### config.mk
export PLATFORM = sky130hd
export DESIGN_NAME = mafl_top
export DESIGN_NICKNAME = d
export VERILOG_FILES = /design/src/logic/mafl_top.v /design/src/logic/mafl_sync3.v
export VERILOG_INCLUDE_DIRS = /design/src /design/src/logic
export SDC_FILE = /design/constraint.sdc
export NUM_CORES = 1
export LEC_CHECK = 0
export ABC_AREA = 1
export BUFFER_PORTS_ARGS = -buffer_cell sky130_fd_sc_hd__buf_2
export CAP_MARGIN = 15
export CELL_PAD_IN_SITES_DETAIL_PLACEMENT = 1
export CELL_PAD_IN_SITES_GLOBAL_PLACEMENT = 1
export CORE_MARGIN = 3
export CORE_UTILIZATION = 37
export CTS_CLUSTER_SIZE = 12
export DETAILED_ROUTE_END_ITERATION = 12
export GPL_TIMING_DRIVEN = 0
export PLACE_DENSITY_LB_ADDON = 0.1
export SLEW_MARGIN = 15
export SYNTH_ARGS = -nofsm -noshare
export SYNTH_HDL_FRONTEND = slang
export SYNTH_HIERARCHICAL = 1
export SYNTH_SLANG_ARGS = --single-unit
### constraint.sdc
create_clock -name i_clk_sys -period 2.8 [get_ports i_clk_sys]
set_input_delay 0.28 -clock i_clk_sys [delete_from_list [all_inputs] [get_ports i_clk_sys]]
set_output_delay 0.28 -clock i_clk_sys [all_outputs]
set_load 0.01 [all_outputs]
### src/logic/mafl_regs.vh
// constants for the module alarm and flag logic
`ifndef MAFL_REGS_VH
`define MAFL_REGS_VH
`define MAFL_NUM_LANES 4
`define MAFL_NUM_MON 5
`define MAFL_MON_WIDTH 16
`define MAFL_MON_BIAS 0
`define MAFL_MON_TEMP 1
`define MAFL_MON_TXPWR 2
`define MAFL_MON_RXPWR 3
`define MAFL_MON_VCC 4
`define MAFL_SEL_MON 2'h0
`define MAFL_SEL_TX 2'h1
`define MAFL_SEL_RX 2'h2
`define MAFL_FLAG_RESET 20'h00000
`define MAFL_LANE_RESET 4'h0
`define MAFL_MON_FLAG_WIDTH 20
`define MAFL_HI_ALARM_DEF 16'hf000
`define MAFL_HI_WARN_DEF 16'he000
`define MAFL_LO_WARN_DEF 16'h2000
`define MAFL_LO_ALARM_DEF 16'h1000
`endif

### src/logic/mafl_top.v
// alarm, flag, mask and lane control logic of a four-lane transceiver
//
// Function
// - alarm and warning thresholds are held for bias, temperature, tx power, rx power and supply.
// - a monitored value outside a threshold sets its flag and requests an interrupt.
// - per tx lane, input signal loss and transmitter fault each set a flag and request an interrupt.
// - per rx lane, optical input signal loss sets a flag and requests an interrupt.
// - every flag is latched and stays set after its cause goes away.
// - every source has a mask; a masked source still sets its flag but requests no interrupt.
// - the host clears the flags of a flag register only by reading that register.
// - a tx lane that loses its input is squelched unless tx squelch is disabled.
// - a tx lane is disabled on a fault on that lane or when the host deactivates it.
// - an rx lane output is squelched on optical loss unless rx squelch is disabled, and when deactivated.
// - there are four independent tx and four independent rx lanes, each with its own flags and controls.
// - lane status, alarm and warning flags and fault information are readable by the host.
// - thresholds are fixed factory values that define the normal range.
`timescale 1ns/1ps
`default_nettype none
`include "mafl_regs.vh"
module mafl_top #(
    parameter [15:0] HI_ALARM = `MAFL_HI_ALARM_DEF,
    parameter [15:0] HI_WARN = `MAFL_HI_WARN_DEF,
    parameter [15:0] LO_WARN = `MAFL_LO_WARN_DEF,
    parameter [15:0] LO_ALARM = `MAFL_LO_ALARM_DEF
) (
    input wire i_clk_sys,
    input wire i_rst_n,
    input wire [79:0] i_mon_values,
    input wire [3:0] i_tx_input_signal_lost,
    input wire [3:0] i_tx_fault,
    input wire [3:0] i_rx_input_signal_lost,
    input wire [19:0] i_mon_mask,
    input wire [3:0] i_tx_sig_lost_mask,
    input wire [3:0] i_tx_fault_mask,
    input wire [3:0] i_rx_sig_lost_mask,
    input wire [3:0] i_tx_squelch_dis,
    input wire [3:0] i_rx_squelch_dis,
    input wire [3:0] i_tx_deactivate,
    input wire [3:0] i_rx_deactivate,
    input wire i_rd_stb,
    input wire [1:0] i_rd_sel,
    output reg [19:0] o_rd_data,
    output reg o_rd_valid,
    output reg o_int_n,
    output reg [3:0] o_tx_squelch,
    output reg [3:0] o_tx_disable,
    output reg [3:0] o_rx_squelch,
    output reg [3:0] o_tx_sig_lost_status,
    output reg [3:0] o_tx_fault_status,
    output reg [3:0] o_rx_sig_lost_status
);
    ////////////////////////////////////////////////////////////////////////////////
    // pin synchronisers
    wire [3:0] tx_lost_s;
    wire [3:0] tx_flt_s;
    wire [3:0] rx_lost_s;
    mafl_sync3 #(.W(12)) mafl_sync3_inst (
        .i_clk_sys(i_clk_sys),
        .i_rst_n(i_rst_n),
        .i_async({i_tx_input_signal_lost, i_tx_fault, i_rx_input_signal_lost}),
        .o_sync({tx_lost_s, tx_flt_s, rx_lost_s})
    );

    ////////////////////////////////////////////////////////////////////////////////
    // helper functions
    // threshold compare: bits 3..0 = hi alarm, lo alarm, hi warn, lo warn
    function [3:0] mon_cmp;
        input [15:0] v;
        begin
            mon_cmp = {v > HI_ALARM, v < LO_ALARM, v > HI_WARN, v < LO_WARN};
        end
    endfunction

    // lane flag update, a new cause wins over a clear by read
    function [3:0] lane_flag_upd;
        input clr;
        input [3:0] old;
        input [3:0] cause;
        begin
            lane_flag_upd = (clr ? 4'h0 : old) | cause;
        end
    endfunction

    // read strobe aimed at one flag register
    function sel_hit;
        input stb;
        input [1:0] sel;
        input [1:0] code;
        begin
            sel_hit = stb && (sel == code);
        end
    endfunction

    ////////////////////////////////////////////////////////////////////////////////
    // threshold compare, registered once
    reg [19:0] mon_cond;
    integer k;
    always @* begin
        mon_cond = 20'h00000;
        for (k = 0; k < `MAFL_NUM_MON; k = k + 1) begin
            mon_cond[k*4 +: 4] = mon_cmp(i_mon_values[k*16 +: 16]);
        end
    end

    reg [19:0] mon_cond_reg;
    always @(posedge i_clk_sys) begin
        if (!i_rst_n) begin
            mon_cond_reg <= `MAFL_FLAG_RESET;
        end else begin
            mon_cond_reg <= mon_cond;
        end
    end

    ////////////////////////////////////////////////////////////////////////////////
    // latched flags, cleared by a read of their register, set wins
    reg [19:0] mon_flag_reg;
    reg [19:0] mon_flag_next;
    reg [3:0] tx_lost_flag_reg;
    reg [3:0] tx_lost_flag_next;
    reg [3:0] tx_flt_flag_reg;
    reg [3:0] tx_flt_flag_next;
    reg [3:0] rx_lost_flag_reg;
    reg [3:0] rx_lost_flag_next;
    wire rd_mon;
    wire rd_tx;
    wire rd_rx;
    assign rd_mon = sel_hit(i_rd_stb, i_rd_sel, `MAFL_SEL_MON);
    assign rd_tx = sel_hit(i_rd_stb, i_rd_sel, `MAFL_SEL_TX);
    assign rd_rx = sel_hit(i_rd_stb, i_rd_sel, `MAFL_SEL_RX);

    always @* begin
        mon_flag_next = (rd_mon ? 20'h00000 : mon_flag_reg) | mon_cond_reg;
        tx_lost_flag_next = lane_flag_upd(rd_tx, tx_lost_flag_reg, tx_lost_s);
        tx_flt_flag_next = lane_flag_upd(rd_tx, tx_flt_flag_reg, tx_flt_s);
        rx_lost_flag_next = lane_flag_upd(rd_rx, rx_lost_flag_reg, rx_lost_s);
    end

    always @(posedge i_clk_sys) begin
        if (!i_rst_n) begin
            mon_flag_reg <= `MAFL_FLAG_RESET;
            tx_lost_flag_reg <= `MAFL_LANE_RESET;
            tx_flt_flag_reg <= `MAFL_LANE_RESET;
            rx_lost_flag_reg <= `MAFL_LANE_RESET;
        end else begin
            mon_flag_reg <= mon_flag_next;
            tx_lost_flag_reg <= tx_lost_flag_next;
            tx_flt_flag_reg <= tx_flt_flag_next;
            rx_lost_flag_reg <= rx_lost_flag_next;
        end
    end

    ////////////////////////////////////////////////////////////////////////////////
    // read port: returns register contents before the clear, held until the next read
    reg [19:0] rd_word;
    always @* begin
        case (i_rd_sel)
            `MAFL_SEL_MON: begin
                rd_word = mon_flag_reg;
            end
            `MAFL_SEL_TX: begin
                rd_word = {12'h000, tx_flt_flag_reg, tx_lost_flag_reg};
            end
            `MAFL_SEL_RX: begin
                rd_word = {16'h0000, rx_lost_flag_reg};
            end
            default: begin
                rd_word = 20'h00000;
            end
        endcase
    end

    always @(posedge i_clk_sys) begin
        if (!i_rst_n) begin
            o_rd_data <= 20'h00000;
            o_rd_valid <= 1'b0;
        end else begin
            o_rd_valid <= i_rd_stb;
            if (i_rd_stb) begin
                o_rd_data <= rd_word;
            end
        end
    end

    ////////////////////////////////////////////////////////////////////////////////
    // interrupt, from next flag state so it follows the flags without lag
    wire int_mon;
    wire int_tx_lost;
    wire int_tx_flt;
    wire int_rx_lost;
    assign int_mon = |(mon_flag_next & ~i_mon_mask);
    assign int_tx_lost = |(tx_lost_flag_next & ~i_tx_sig_lost_mask);
    assign int_tx_flt = |(tx_flt_flag_next & ~i_tx_fault_mask);
    assign int_rx_lost = |(rx_lost_flag_next & ~i_rx_sig_lost_mask);
    wire int_any;
    assign int_any = int_mon | int_tx_lost | int_tx_flt | int_rx_lost;

    always @(posedge i_clk_sys) begin
        if (!i_rst_n) begin
            o_int_n <= 1'b1;
        end else begin
            o_int_n <= ~int_any;
        end
    end

    ////////////////////////////////////////////////////////////////////////////////
    // lane control
    reg [3:0] tx_squelch_next;
    reg [3:0] tx_disable_next;
    reg [3:0] rx_squelch_next;
    always @* begin
        tx_squelch_next = tx_lost_s & ~i_tx_squelch_dis;
        tx_disable_next = tx_flt_s | i_tx_deactivate;
        rx_squelch_next = (rx_lost_s & ~i_rx_squelch_dis) | i_rx_deactivate;
    end

    always @(posedge i_clk_sys) begin
        if (!i_rst_n) begin
            o_tx_squelch <= `MAFL_LANE_RESET;
            o_tx_disable <= `MAFL_LANE_RESET;
            o_rx_squelch <= `MAFL_LANE_RESET;
        end else begin
            o_tx_squelch <= tx_squelch_next;
            o_tx_disable <= tx_disable_next;
            o_rx_squelch <= rx_squelch_next;
        end
    end

    ////////////////////////////////////////////////////////////////////////////////
    // live lane status
    always @(posedge i_clk_sys) begin
        if (!i_rst_n) begin
            o_tx_sig_lost_status <= `MAFL_LANE_RESET;
            o_tx_fault_status <= `MAFL_LANE_RESET;
            o_rx_sig_lost_status <= `MAFL_LANE_RESET;
        end else begin
            o_tx_sig_lost_status <= tx_lost_s;
            o_tx_fault_status <= tx_flt_s;
            o_rx_sig_lost_status <= rx_lost_s;
        end
    end
endmodule
`default_nettype wire

### src/logic/mafl_sync3.v
// three-stage input synchroniser, change taken when stages two and three agree
`timescale 1ns/1ps
`default_nettype none
module mafl_sync3 #(
    parameter W = 4
) (
    input wire i_clk_sys,
    input wire i_rst_n,
    input wire [W-1:0] i_async,
    output reg [W-1:0] o_sync
);
    reg [W-1:0] s1_reg;
    reg [W-1:0] s2_reg;
    reg [W-1:0] s3_reg;
    always @(posedge i_clk_sys) begin
        if (!i_rst_n) begin
            s1_reg <= {W{1'b0}};
            s2_reg <= {W{1'b0}};
            s3_reg <= {W{1'b0}};
            o_sync <= {W{1'b0}};
        end else begin
            s1_reg <= i_async;
            s2_reg <= s1_reg;
            s3_reg <= s2_reg;
            o_sync <= (o_sync & (s2_reg ^ s3_reg)) | (s3_reg & ~(s2_reg ^ s3_reg));
        end
    end
endmodule
`default_nettype wire

## After elaboration in Yosys (flattened, before gate mapping)

Cells that the tools add are included.
Widths: inputs -> output; s select.

- Magnitude comparators: 20
- Equality and inequality tests: 2
- Muxes and demuxes: 5
- Bitwise gates (word level): 27
- Reduce and logical (&&, ||, !) cells: 8

Operators by type and width:

| operator | number |
|---|---|
| $gt 16x16->1 const B | 10 |
| $lt 16x13->1 const B | 5 |
| $lt 16x14->1 const B | 5 |
| $pmux 20 s3 | 1 |
| $and 12x12->12 | 2 |
| $and 20x20->20 | 1 |
| $and 4x4->4 | 5 |
| $mux 20 | 1 |
| $not 20->20 | 1 |
| $not 4->4 | 5 |
| $or 20x20->20 | 1 |
| $or 4x4->4 | 5 |
| $reduce_or 20->1 | 1 |
| $mux 4 | 3 |
| $not 12->12 | 1 |
| $or 12x12->12 | 1 |
| $reduce_or 4->1 | 3 |
| $xor 12x12->12 | 1 |
| $logic_and 1x1->1 | 3 |
| $or 1x1->1 | 3 |
| $eq 2x1->1 const B | 1 |
| $eq 2x2->1 const B | 1 |
| $logic_not 2->1 | 1 |
| $not 1->1 | 1 |

- Register bits after elaboration: 146
- Bits of input ports: 145
- Output and inout bits: 46

## Longest topological paths before layout

Gate-level depths: netlist (run 1).

- Word-level depth: 10
- Mapped depth: 12

## Hierarchy

Netlist (run 1), hierarchy kept.

Modules (own cells, without submodules):

| module | instances | cells each | area each (um^2) | seq. area each (um^2) |
|---|---|---|---|---|
| mafl_top | 1 | 538 | 3844.9 | 1961.9 |
| mafl_sync3 | 1 | 161 | 1428.9 | 960.9 |

## Worst setup path before layout (run 1)

Ideal clock, no wire load.

- Kind: input to register
- Start point: in i_rd_stb
- End point: reg o_int_n
- Data arrival time: 1.135 ns
- Data required time: 2.739 ns
- Setup slack: 1.604 ns
- Stages on the path: 12
- Cells stage by stage: buf_2 > nand2_2 > buf_6 > nand2_1 > nand2_1 > nand2_1 > nand2_1 > nor2_1 > nand2_1 > nor2_1 > nand2_1 > nand2_1

- Word-level cells in the longest chain between the ends: 9

RTL lines:

| element | line | RTL |
|---|---|---|
| from (decl) | mafl_top.v:40 | `input wire i_rd_stb,` |
| $logic_and 1x1->1 | mafl_top.v:90 | `sel_hit = stb && (sel == code);` |
| $mux 20 / $mux 4 (equally long branches) | mafl_top.v:132, mafl_top.v:80 |  |
| $or 20x20->20 / $or 4x4->4 (equally long branches) | mafl_top.v:132, mafl_top.v:80 |  |
| $and 20x20->20 / $and 4x4->4 (equally long branches) | mafl_top.v:190, mafl_top.v:191 |  |
| $reduce_or 20->1 / $reduce_or 4->1 (equally long branches) | mafl_top.v:190, mafl_top.v:191 |  |
| $or 1x1->1 (2 in series) | mafl_top.v:195 | `assign int_any = int_mon \| int_tx_lost \| int_tx_flt \| int_rx_lost;` |
| $or 1x1->1 * | mafl_top.v:195 |  |
| $not 1->1 * | mafl_top.v:201 | `o_int_n <= ~int_any;` |
| to (signal assigned) | mafl_top.v:201 |  |
| to (decl) | mafl_top.v:44 | `output reg o_int_n,` |

Every way passes the cells marked *; elsewhere a longest branch is shown, timed or not.
A chain may end at the register's enable or synchronous reset.

## Worst setup path after layout (run 1)

- Start point: reg o_rd_data[0]
- End point: out o_rd_data[0]

RTL lines:

| element | line | RTL |
|---|---|---|
| from (decl) | mafl_top.v:42 | `output reg [19:0] o_rd_data,` |
| from (signal assigned) | mafl_top.v:179 | `o_rd_data <= rd_word;` |

No word-level cell between the ends.

==> results of run 1 <==
[where the power goes]
| group | internal (mW) | switching [mW] |
|---|---|---|
| Sequential | 2.12 | 0.0223 |
| Combinational | 0.132 | 0.164 |
| Clock | 1.62 | 0.906 |
| Total | 3.87 | 1.09 |
[cell usage in the layout, fill, tap and decap left out]
cell type      Yosys  final
clkinvlp_4         0      3
nor3_1             8      8
nand2_2            1      1
buf_2              4    192
bufinv_16          0      5
a21oi_1           63     63
nor2_1            30     30
nand3_1           27     27
inv_1            124    124
clkbuf_16          0     17
clkbuf_1          10     10
nand3_2            1      1
nor4_1            20     20
dfxtp_1          146    146
nand2_1          221    221
nor2_2             1      1
nand4_1            3      3
a31oi_1            2      2
inv_6              0      3
buf_1              4      4
and3_1             5      5
buf_4              3      3
inv_2              1      1
clkinv_4           0      3
o21ai_0           18     18
or2_2              5      5
clkbuf_8           0      1
buf_6              2      2
dlygate4sd3_1      0      3
[stage by stage]
| step | setup WS (ns) | power, mW | util (%) | hold slack (ns) |
|---|---|---|---|---|
| after floorplan | 1.60 | 2.32 | - | 0.352 |
| after global placement | 1.26 | 2.47 | 47.3 | 0.394 |
| after detailed placement | 1.24 | 2.48 | 47.3 | 0.404 |
| after CTS | 1.59 | 5.01 | 52.4 | 0.0114 |
| after global routing | 1.54 | 5.14 | 52.4 | 0.0187 |
| final | 1.60 | 4.96 | 52.4 | 0.0275 |
[worst min path at each step]
stage / startpoint / endpoint / slack (ns) / depth (start not counted)
6_report: i_tx_squelch_dis[3] / o_tx_squelch[3]$_SDFF_PN0_ / 0.03 / 2
5_1_grt: i_mon_values[60] / mon_cond_reg[14]$_SDFF_PN0_ / 0.02 / 2
4_1_cts: i_tx_squelch_dis[3] / o_tx_squelch[3]$_SDFF_PN0_ / 0.01 / 2
3_5_place_dp: mafl_sync3_inst/s1_reg[3]$_SDFF_PN0_ / mafl_sync3_inst/s2_reg[3]$_SDFF_PN0_ / 0.40 / 2
3_3_place_gp: mafl_sync3_inst/s1_reg[10]$_SDFF_PN0_ / mafl_sync3_inst/s2_reg[10]$_SDFF_PN0_ / 0.39 / 2
2_1_floorplan: i_tx_squelch_dis[0] / o_tx_squelch[0]$_SDFF_PN0_ / 0.35 / 1
[cells by family (layout without fill, tap and decap cells)]
family | Yosys count | count (layout)
AOI/OAI and AO/OA | 83 | 83
buffers and inverters | 148 | 371
DFF | 146 | 146
and+or+nand+nor | 322 | 322
[routing by layer]
layer | GRT usage [%] | wire [microns] | vias up
li1 | - | - | 2573
met1 | 25.1 | 7090 | 2325
met2 | 35.2 | 7880 | 139
met3 | 5.46 | 897 | 9
met4 | 6.51 | 118 | 0
met5 | 0 | 0 | -
[cell usage after synthesis]
library cell	count	area, sq um
a21oi_1	63	315
inv_1	124	465
buf_1	4	15.0
nand2_1	221	830
buf_4	3	22.5
dfxtp_1	146	2920
nand3_1	27	135
buf_6	2	22.5
nand2_2	1	6.26
buf_2	4	20.0
and3_1	5	31.3
nor2_1	30	113
o21ai_0	18	90.1
or2_2	5	31.3
clkbuf_1	10	37.5
nor3_1	8	40.0
nand4_1	3	18.8
nor4_1	20	125
a31oi_1	2	12.5
nand3_2	1	10.0
inv_2	1	3.75
nor2_2	1	6.26
[cell type report]
cell class                      instances  share of cell area, %
Inverter                              125                   6.58
Tap cell                              176                   3.09
Timing Repair Buffer                  191                   13.6
Clock buffer                           18                   6.16
Clock inverter                         14                   3.16
Sequential cell                       146                   41.0
Multi-Input combinational cell        405                   24.7
Buffer                                 23                   1.65
[what timing repair did]
item,CTS,global route
hold endpoints to repair,3,0
hold buffers,3,0
resized for setup,0,0
==> results.md, run 1 <==
* Crit. Startpoint: o_rd_data[0]$_SDFFE_PN0P_
* Fin cells at 1098
* Mapped Nets at approximately 840
* Power density over the cells at ~700 nW/um^2
* Max-cap check violation count at 0
* Multi-input combinational cell area at around 1800 sq um
* Number of fill cells at between 1500 and 2000
* Standard cell core area at between 10000 and 15000 sq um
* Synthesized area per cell at ~7.5 sq um
* Share of cells above drive strength 1 at between 20% and 30%
* Post-route DRC violation count at 0
* Mux cell area share after synthesis at 0%
* Shortest clock period the worst path allows after layout at ~1.2 ns
* Dominant combinational cell family by area after synthesis: simple AND/OR/NAND/NOR gates
* Largest fanout on the critical path at 2
* Number of clock buffers inserted by TritonCTS at 17
* Cell Area, Placed at roughly 6400 sq um
* Seq cells post-synth at 146
* Setup violations, final at 0
* CP max stage cell: dfxtp_1
* CP arrival at 0.92 ns
* CP cell instances: buf_2
* Pin count of the biggest net entering global routing at 17
* Worst Reg-to-Reg Cells at 9
* Clock-pin transition on the worst setup and hold timing paths at approximately 0.060 ns
* RSZ-0062 raised after global routing: no
* Starting DRC count in detailed routing at 212
* Iteration count of the initial detailed-routing pass at 4
* Number of H-tree branching levels at 4
* Post-DP HPWL at about 12 mm
* Routability cong. at 0.812
* Transition at the pin with the smallest max-transition slack at around 0.61 ns
* Max-slew violation count at 0
* Sink count of the clock tree at roughly 150
* Total Nets Final at around 1100
* Endpoint of the worst-slack reg-to-reg timing path: o_int_n$_SDFF_PN1_
* Initial antenna violation count at 0
* Warnings from Yosys at 6
* Max-slew headroom at the worst pin at around 59%
* CP Buf/Inv Count at 1
* Antenna fix cells at 0
* Area of all placed cells without fillers at slightly above 7000 sq um
* Number of top-level pins at between 150 and 200
* Number of buffers between clock root and the deepest sink at 2
* Number of failing hold endpoints at the final stage at 0
* WS Path Type: reg2out
* Routed len/inst at between 10 and 15 microns
* Synthesized-area fraction occupied by adder cells at 0%
* Clock root buffer: clkbuf_16
* Global-route wire length before repair at about 26 mm
* Overall via count from detail_route at between 5000 and 6000
* Critical path required time at 2.52 ns
* Maximum clock frequency at around 830 MHz
* Xor/xnor share of the synthesized area at 0%
* Setup Skew at a little over 0.009 ns
* Gr ovfl total at 0
* Area growth from synthesis to final layout at 35.2%
* Sequential fraction of the synthesis area at between 50% and 60%
* Critical path endpoint: o_rd_data[0]
* Logic depth of the worst setup path including buffers at 1
* Count of nets left with antenna violations after detail routing at 0
* Run status: finished clean
* Detailed-route wire length at roughly 16 mm
* Top delay family on crit path: flip-flops
* CTS tree: yes
* Buffer count from post-CTS setup fixing at 0
* Synthesized area at ~5300 sq um
* Initial core utilization at between 30% and 40%
* Fraction of the mapped netlist area in simple logic gates at 25.5%
* Source-to-sink clock delay at the later pin of the worst-skew pair at approximately 0.42 ns
* CP Launch Type: flop
* Total area of sequential cells at between 2000 and 3000 sq um
* Hold WC Path Type: in2reg
* # rows at 42
* Share of the clock period used by the worst path at 42.8%
* Distinct cell type count of the synthesized netlist at 22
* Number of global-route vias before repair at 5380
* Die width at between 100 and 150 microns
* Inst Count DP at 1063
* Floorplan die height at 125 microns
* Complex-gate fraction of the synthesized area at about 7.9%
* Synthesized instance count at approximately 700
* GRT Overall Usage at about 20%
* IR drop worst, VDD at between 0.4 and 0.5 mV
* Port bufs at between 150 and 200
* Via-per-instance ratio at roughly 4.6
* Capturing element type of the critical path: primary output
* Largest stage delay on the critical path at approximately 0.35 ns
* Area of the die at between 15000 and 20000 sq um
* Leakage power figure at 3.87 nW
* Total negative setup slack at 0 ns
* R2r setup slk at between 1.5 and 2 ns
(Power assumes the default switching activity.)
==> run 2: changes to the inputs <==
Settings changed: ABC_AREA 1 to 0, CORE_UTILIZATION 37 to 36.
Clock period 2.8 ns to 1.2 ns, I/O delays scaled along.
==> run 2 against run 1 <==
The flow now finishes with violations (negative setup slack). Final cell count decreased by 10%. Die area increased by 3.2%. Sequential cell count stayed put. Non-clock buffer count increased by 49. Power rose by 130%. Synthesized cell count is 24% lower. Wire length increased by 11%. Sequential power increased by 130%. Largest cell class unchanged. Critical path depth up 4. Sequential share of layout area is 3.3 points lower. Synthesized area rose by 0.62%. Largest power group unchanged.
==> results.md, run 2 <==
* CP arrival at 1.94 ns (was 0.92 ns)
* Synthesized area at 5310 sq um (was 5270 sq um)
* Int Pwr at 9.04 mW (was 3.87 mW)
* Via-per-instance ratio at 4.88 (was 4.60)
* Sink count of the clock tree at 146 (unchanged)
* Setup Skew at 0.00571 ns (was 0.00934 ns)
* Leakage power figure at 3.34 nW (was 3.87 nW)
* Number of top-level pins at 191 (unchanged)
* Synth area leader: dfxtp_1 (unchanged)
* Cell with the most instances after synthesis: dfxtp_1 (was nand2_1)
* Total area of sequential cells at 2940 sq um (was 2920 sq um)
* Startpoint of the most critical hold path: i_rx_squelch_dis[3] (was i_tx_squelch_dis[3])
* Synthesized instance count at 533 (was 699)
* Area share of the largest cell type after synthesis at 55.1% (was 55.4%)
* Floorplan die height at 127 microns (was 125 microns)
* Sequential fraction of the synthesis area at 55.1% (was 55.4%)
* Iteration count of the initial detailed-routing pass at 4 (unchanged)
* Number of H-tree branching levels at 4 (unchanged)
* Number of clock buffers inserted by TritonCTS at 17 (unchanged)
* Number of fill cells at 1592 (was 1770)
* Seq cells post-synth at 146 (unchanged)
* Initial core utilization at 37.5% (was 38.7%)
* Share of the clock period used by the worst path at 136%
* Post-DP HPWL at 12.9 mm (was 12.4 mm)
* Startpoint of the worst-slack reg-to-reg timing path: mon_flag_reg[11]$_SDFF_PN0_
* Distinct cell type count of the synthesized netlist at 40 (was 22)
* Total Nets Final at 937 (was 1054)
* Shortest clock period the worst path allows after layout at around 1.6 ns
* Overall via count from detail_route at 4805 (was 5046)
* CTS tree: yes (unchanged)
* Maximum clock frequency at slightly above 600 MHz
* Worst Reg-to-Reg Cells at 5 (was 9)
* Post-synth EDFFs at 0 (unchanged)
* Failing checks: negative setup slack
* Number of cells on the worst hold path at 3 (was 2)
* Total net switching power at 2.55 mW (was 1.09 mW)
* Predominant post-synthesis flop cell: dfxtp_1 (unchanged)
* Transition at the pin with the smallest max-transition slack at 0.628 ns (was 0.615 ns)
* WS Path Type: reg2reg (was reg2out)
* Gr ovfl total at 0 (unchanged)
* Pin count of the biggest net entering global routing at 17 (unchanged)
* Number of buffers between clock root and the deepest sink at 2 (unchanged)
* End point of the worst hold path: o_rx_squelch[3]$_SDFF_PN0_ (was o_tx_squelch[3]$_SDFF_PN0_)
* Number of failing hold endpoints at the final stage at 0 (unchanged)
* Detailed-route wire length at 17.7 mm (was 16.0 mm)
* Switching portion of total power at 22.0% (about the same)
* Hold WC Path Type: in2reg (unchanged)
* Max-slew violation count at 0 (unchanged)
* Die width at 127 microns (was 125 microns)
* Standard cell core area at 14100 sq um (was 13600 sq um)
* Most used cells in the layout excluding fill and tap cells: 192 x buf_2, 138 x dfxtp_1, 69 x nor2b_1, 60 x and2_1, 46 x dlygate4sd3_1 (was 221 x nand2_1, 192 x buf_2, 146 x dfxtp_1, 124 x inv_1, 63 x a21oi_1)
* GRT Overall Usage at 22.1% (was 20.5%)
* Count of nets left with antenna violations after detail routing at 0 (unchanged)
* IR drop worst, VDD at 0.959 mV (was 0.410 mV)
* Initial antenna violation count at 1 (was 0)
* Utilization after layout at 55.1% (was 52.4%)
* Most frequent standard cell in the layout excluding fill and tap cells: buf_2 (was nand2_1)
* Cell Area, Placed at 6480 sq um (was 6430 sq um)
* Antenna fix cells at 0 (unchanged)
* Min setup slack post-route at -0.427 ns (was 1.60 ns)
* Power density over the cells at 1490 nW/um^2 (was 696 nW/um^2)
* Warnings from Yosys at 6 (unchanged)
* Sequential share of power at 43.3% (was 43.2%)
* Largest fanout on the critical path at 2 (unchanged)
* Synthesized area per cell at 9.96 sq um (was 7.54 sq um)
* Setup violations, final at 1 (was 0)
* Mapped Nets at 678 (was 844)
* Share of cells above drive strength 1 at 33.9% (was 25.8%)
* Top area cells in the synthesized netlist: dfxtp_1 55%, nor2b_1 8.6%, and2_1 7.1% (was dfxtp_1 55%, nand2_1 16%, inv_1 8.8%)
* Max-slew headroom at the worst pin at 58.1% (was 59.0%)
* Starting DRC count in detailed routing at 208 (was 212)
* Max-cap check violation count at 0 (unchanged)
* Global-route wire length before repair at 27.4 mm (was 25.7 mm)
* Source-to-sink clock delay at the later pin of the worst-skew pair at 0.42 ns (about the same)
* Area growth from synthesis to final layout at 47.0% (was 35.2%)
* Clk network pwr share at 48.9% (was 50.8%)
* Critical path required time at 1.51 ns (was 2.52 ns)
* Area of the die at 16200 sq um (was 15700 sq um)
* FFs w/ async S/R, synth at 0% (unchanged)
* # rows at 43 (was 42)
* Routed len/inst at 18.0 microns (was 14.6 microns)
* Relative contribution of combinational cells to total power at 7.8% (was 6.0%)
* CP Launch Type: flop (unchanged)
* Most common library cells after synthesis: 146 x dfxtp_1, 73 x nor2b_1, 60 x and2_1 (was 221 x nand2_1, 146 x dfxtp_1, 124 x inv_1)
* Port bufs at 189 (was 188)
* Endpoint of the worst-slack reg-to-reg timing path: o_int_n$_SDFF_PN1_ (unchanged)
* Multi-input combinational cell area at 2320 sq um (was 1760 sq um)
* Area of all placed cells without fillers at 7800 sq um (was 7130 sq um)
* Run status: finished, violations left (was finished clean)
* Routability cong. at 0.889 (was 0.812)
* Clock-pin transition on the worst setup and hold timing paths at 0.06 ns (about the same)
* Clock root buffer: clkbuf_16 (unchanged)
* R2r setup slk at -0.43 ns (was 1.72 ns)
* Capturing element type of the critical path: flop (was primary output)
* Post-route DRC violation count at 0 (unchanged)
* RSZ-0062 raised after global routing: yes (was no)
* Number of global-route vias before repair at 5166 (was 5380)
## run 2: layer usage
metal	global-route usage, %	routed length (microns)
met5	0	13
met4	8.08	446
met3	5.77	1070
met2	37.5	8630
met1	27.0	7560
## run 2: final cells by class
type                       count  share of cell area (%)
sequential                   146                    37.7
buffer                        23                    1.78
timing repair buffer         240                    18.5
inverter                      25                    1.20
clock inverter                12                    2.29
clock buffer                  20                    5.86
multi-input combinational    339                    29.8
tap                          180                    2.89
## run 2: timing repair
action,4_1_cts,5_1_grt
setup endpoints to repair,20,11
pin swaps,10,9
endpoints found under the hold margin,43,0
gates cloned,0,0
resized for setup,30,11
setup buffers,3,2
hold buffers,48,0
## run 2: critical path: stages (launching register included)
cell and delay [ns]:
dfxtp_2 0.32, nor2b_4 0.13, o41ai_4 0.40, and3_4 0.26
o2111ai_4 0.14, o41ai_2 0.27
## run 2: cell families after synthesis
logic type	share of synthesized area, %
buffers and inverters	4.17
AO/OA/AOI/OAI	14.4
multiplexers	1.51
AND/OR/NAND/NOR	24.8
flip-flops	55.1
## run 2: power by group through the flow
stage	registers (mW)	logic [mW]	clock network, mW
2_1_floorplan	5.12	0.298	0
3_3_place_gp	5.12	0.702	0
3_5_place_dp	5.12	0.726	0
4_1_cts	5.02	0.875	5.76
5_1_grt	5.03	0.981	5.98
6_report	5.02	0.902	5.67
## run 2: worst max-delay path by stage
stage	start	end	slack, ns	cells past startpoint
floorplan	i_rd_sel[1]	o_int_n$_SDFF_PN1_	-0.28	7
global placement	i_rd_stb	o_int_n$_SDFF_PN1_	-0.68	6
detailed placement	i_rd_stb	o_int_n$_SDFF_PN1_	-0.72	6
CTS	mon_flag_reg[6]$_SDFF_PN0_	o_int_n$_SDFF_PN1_	-0.45	5
global route	mon_flag_reg[11]$_SDFF_PN0_	o_int_n$_SDFF_PN1_	-0.44	5
finish	mon_flag_reg[11]$_SDFF_PN0_	o_int_n$_SDFF_PN1_	-0.43	5
## run 2: metrics by stage
| stage | hold slack, ns | total power, mW | setup TNS (ns) | worst slack [ns] | std cells |
|---|---|---|---|---|---|
| after global placement | 0.275 | 5.82 | -24.95 | -0.680 | 902 |
| after detailed placement | 0.283 | 5.85 | -24.86 | -0.718 | 902 |
| after global routing | 0.0206 | 12.0 | -0.438 | -0.438 | 985 |
| after floorplan | 0.192 | 5.42 | -0.470 | -0.279 | 533 |
| final | 0.0164 | 11.6 | -0.427 | -0.427 | 985 |
| after CTS | 0.00246 | 11.7 | -0.448 | -0.448 | 985 |
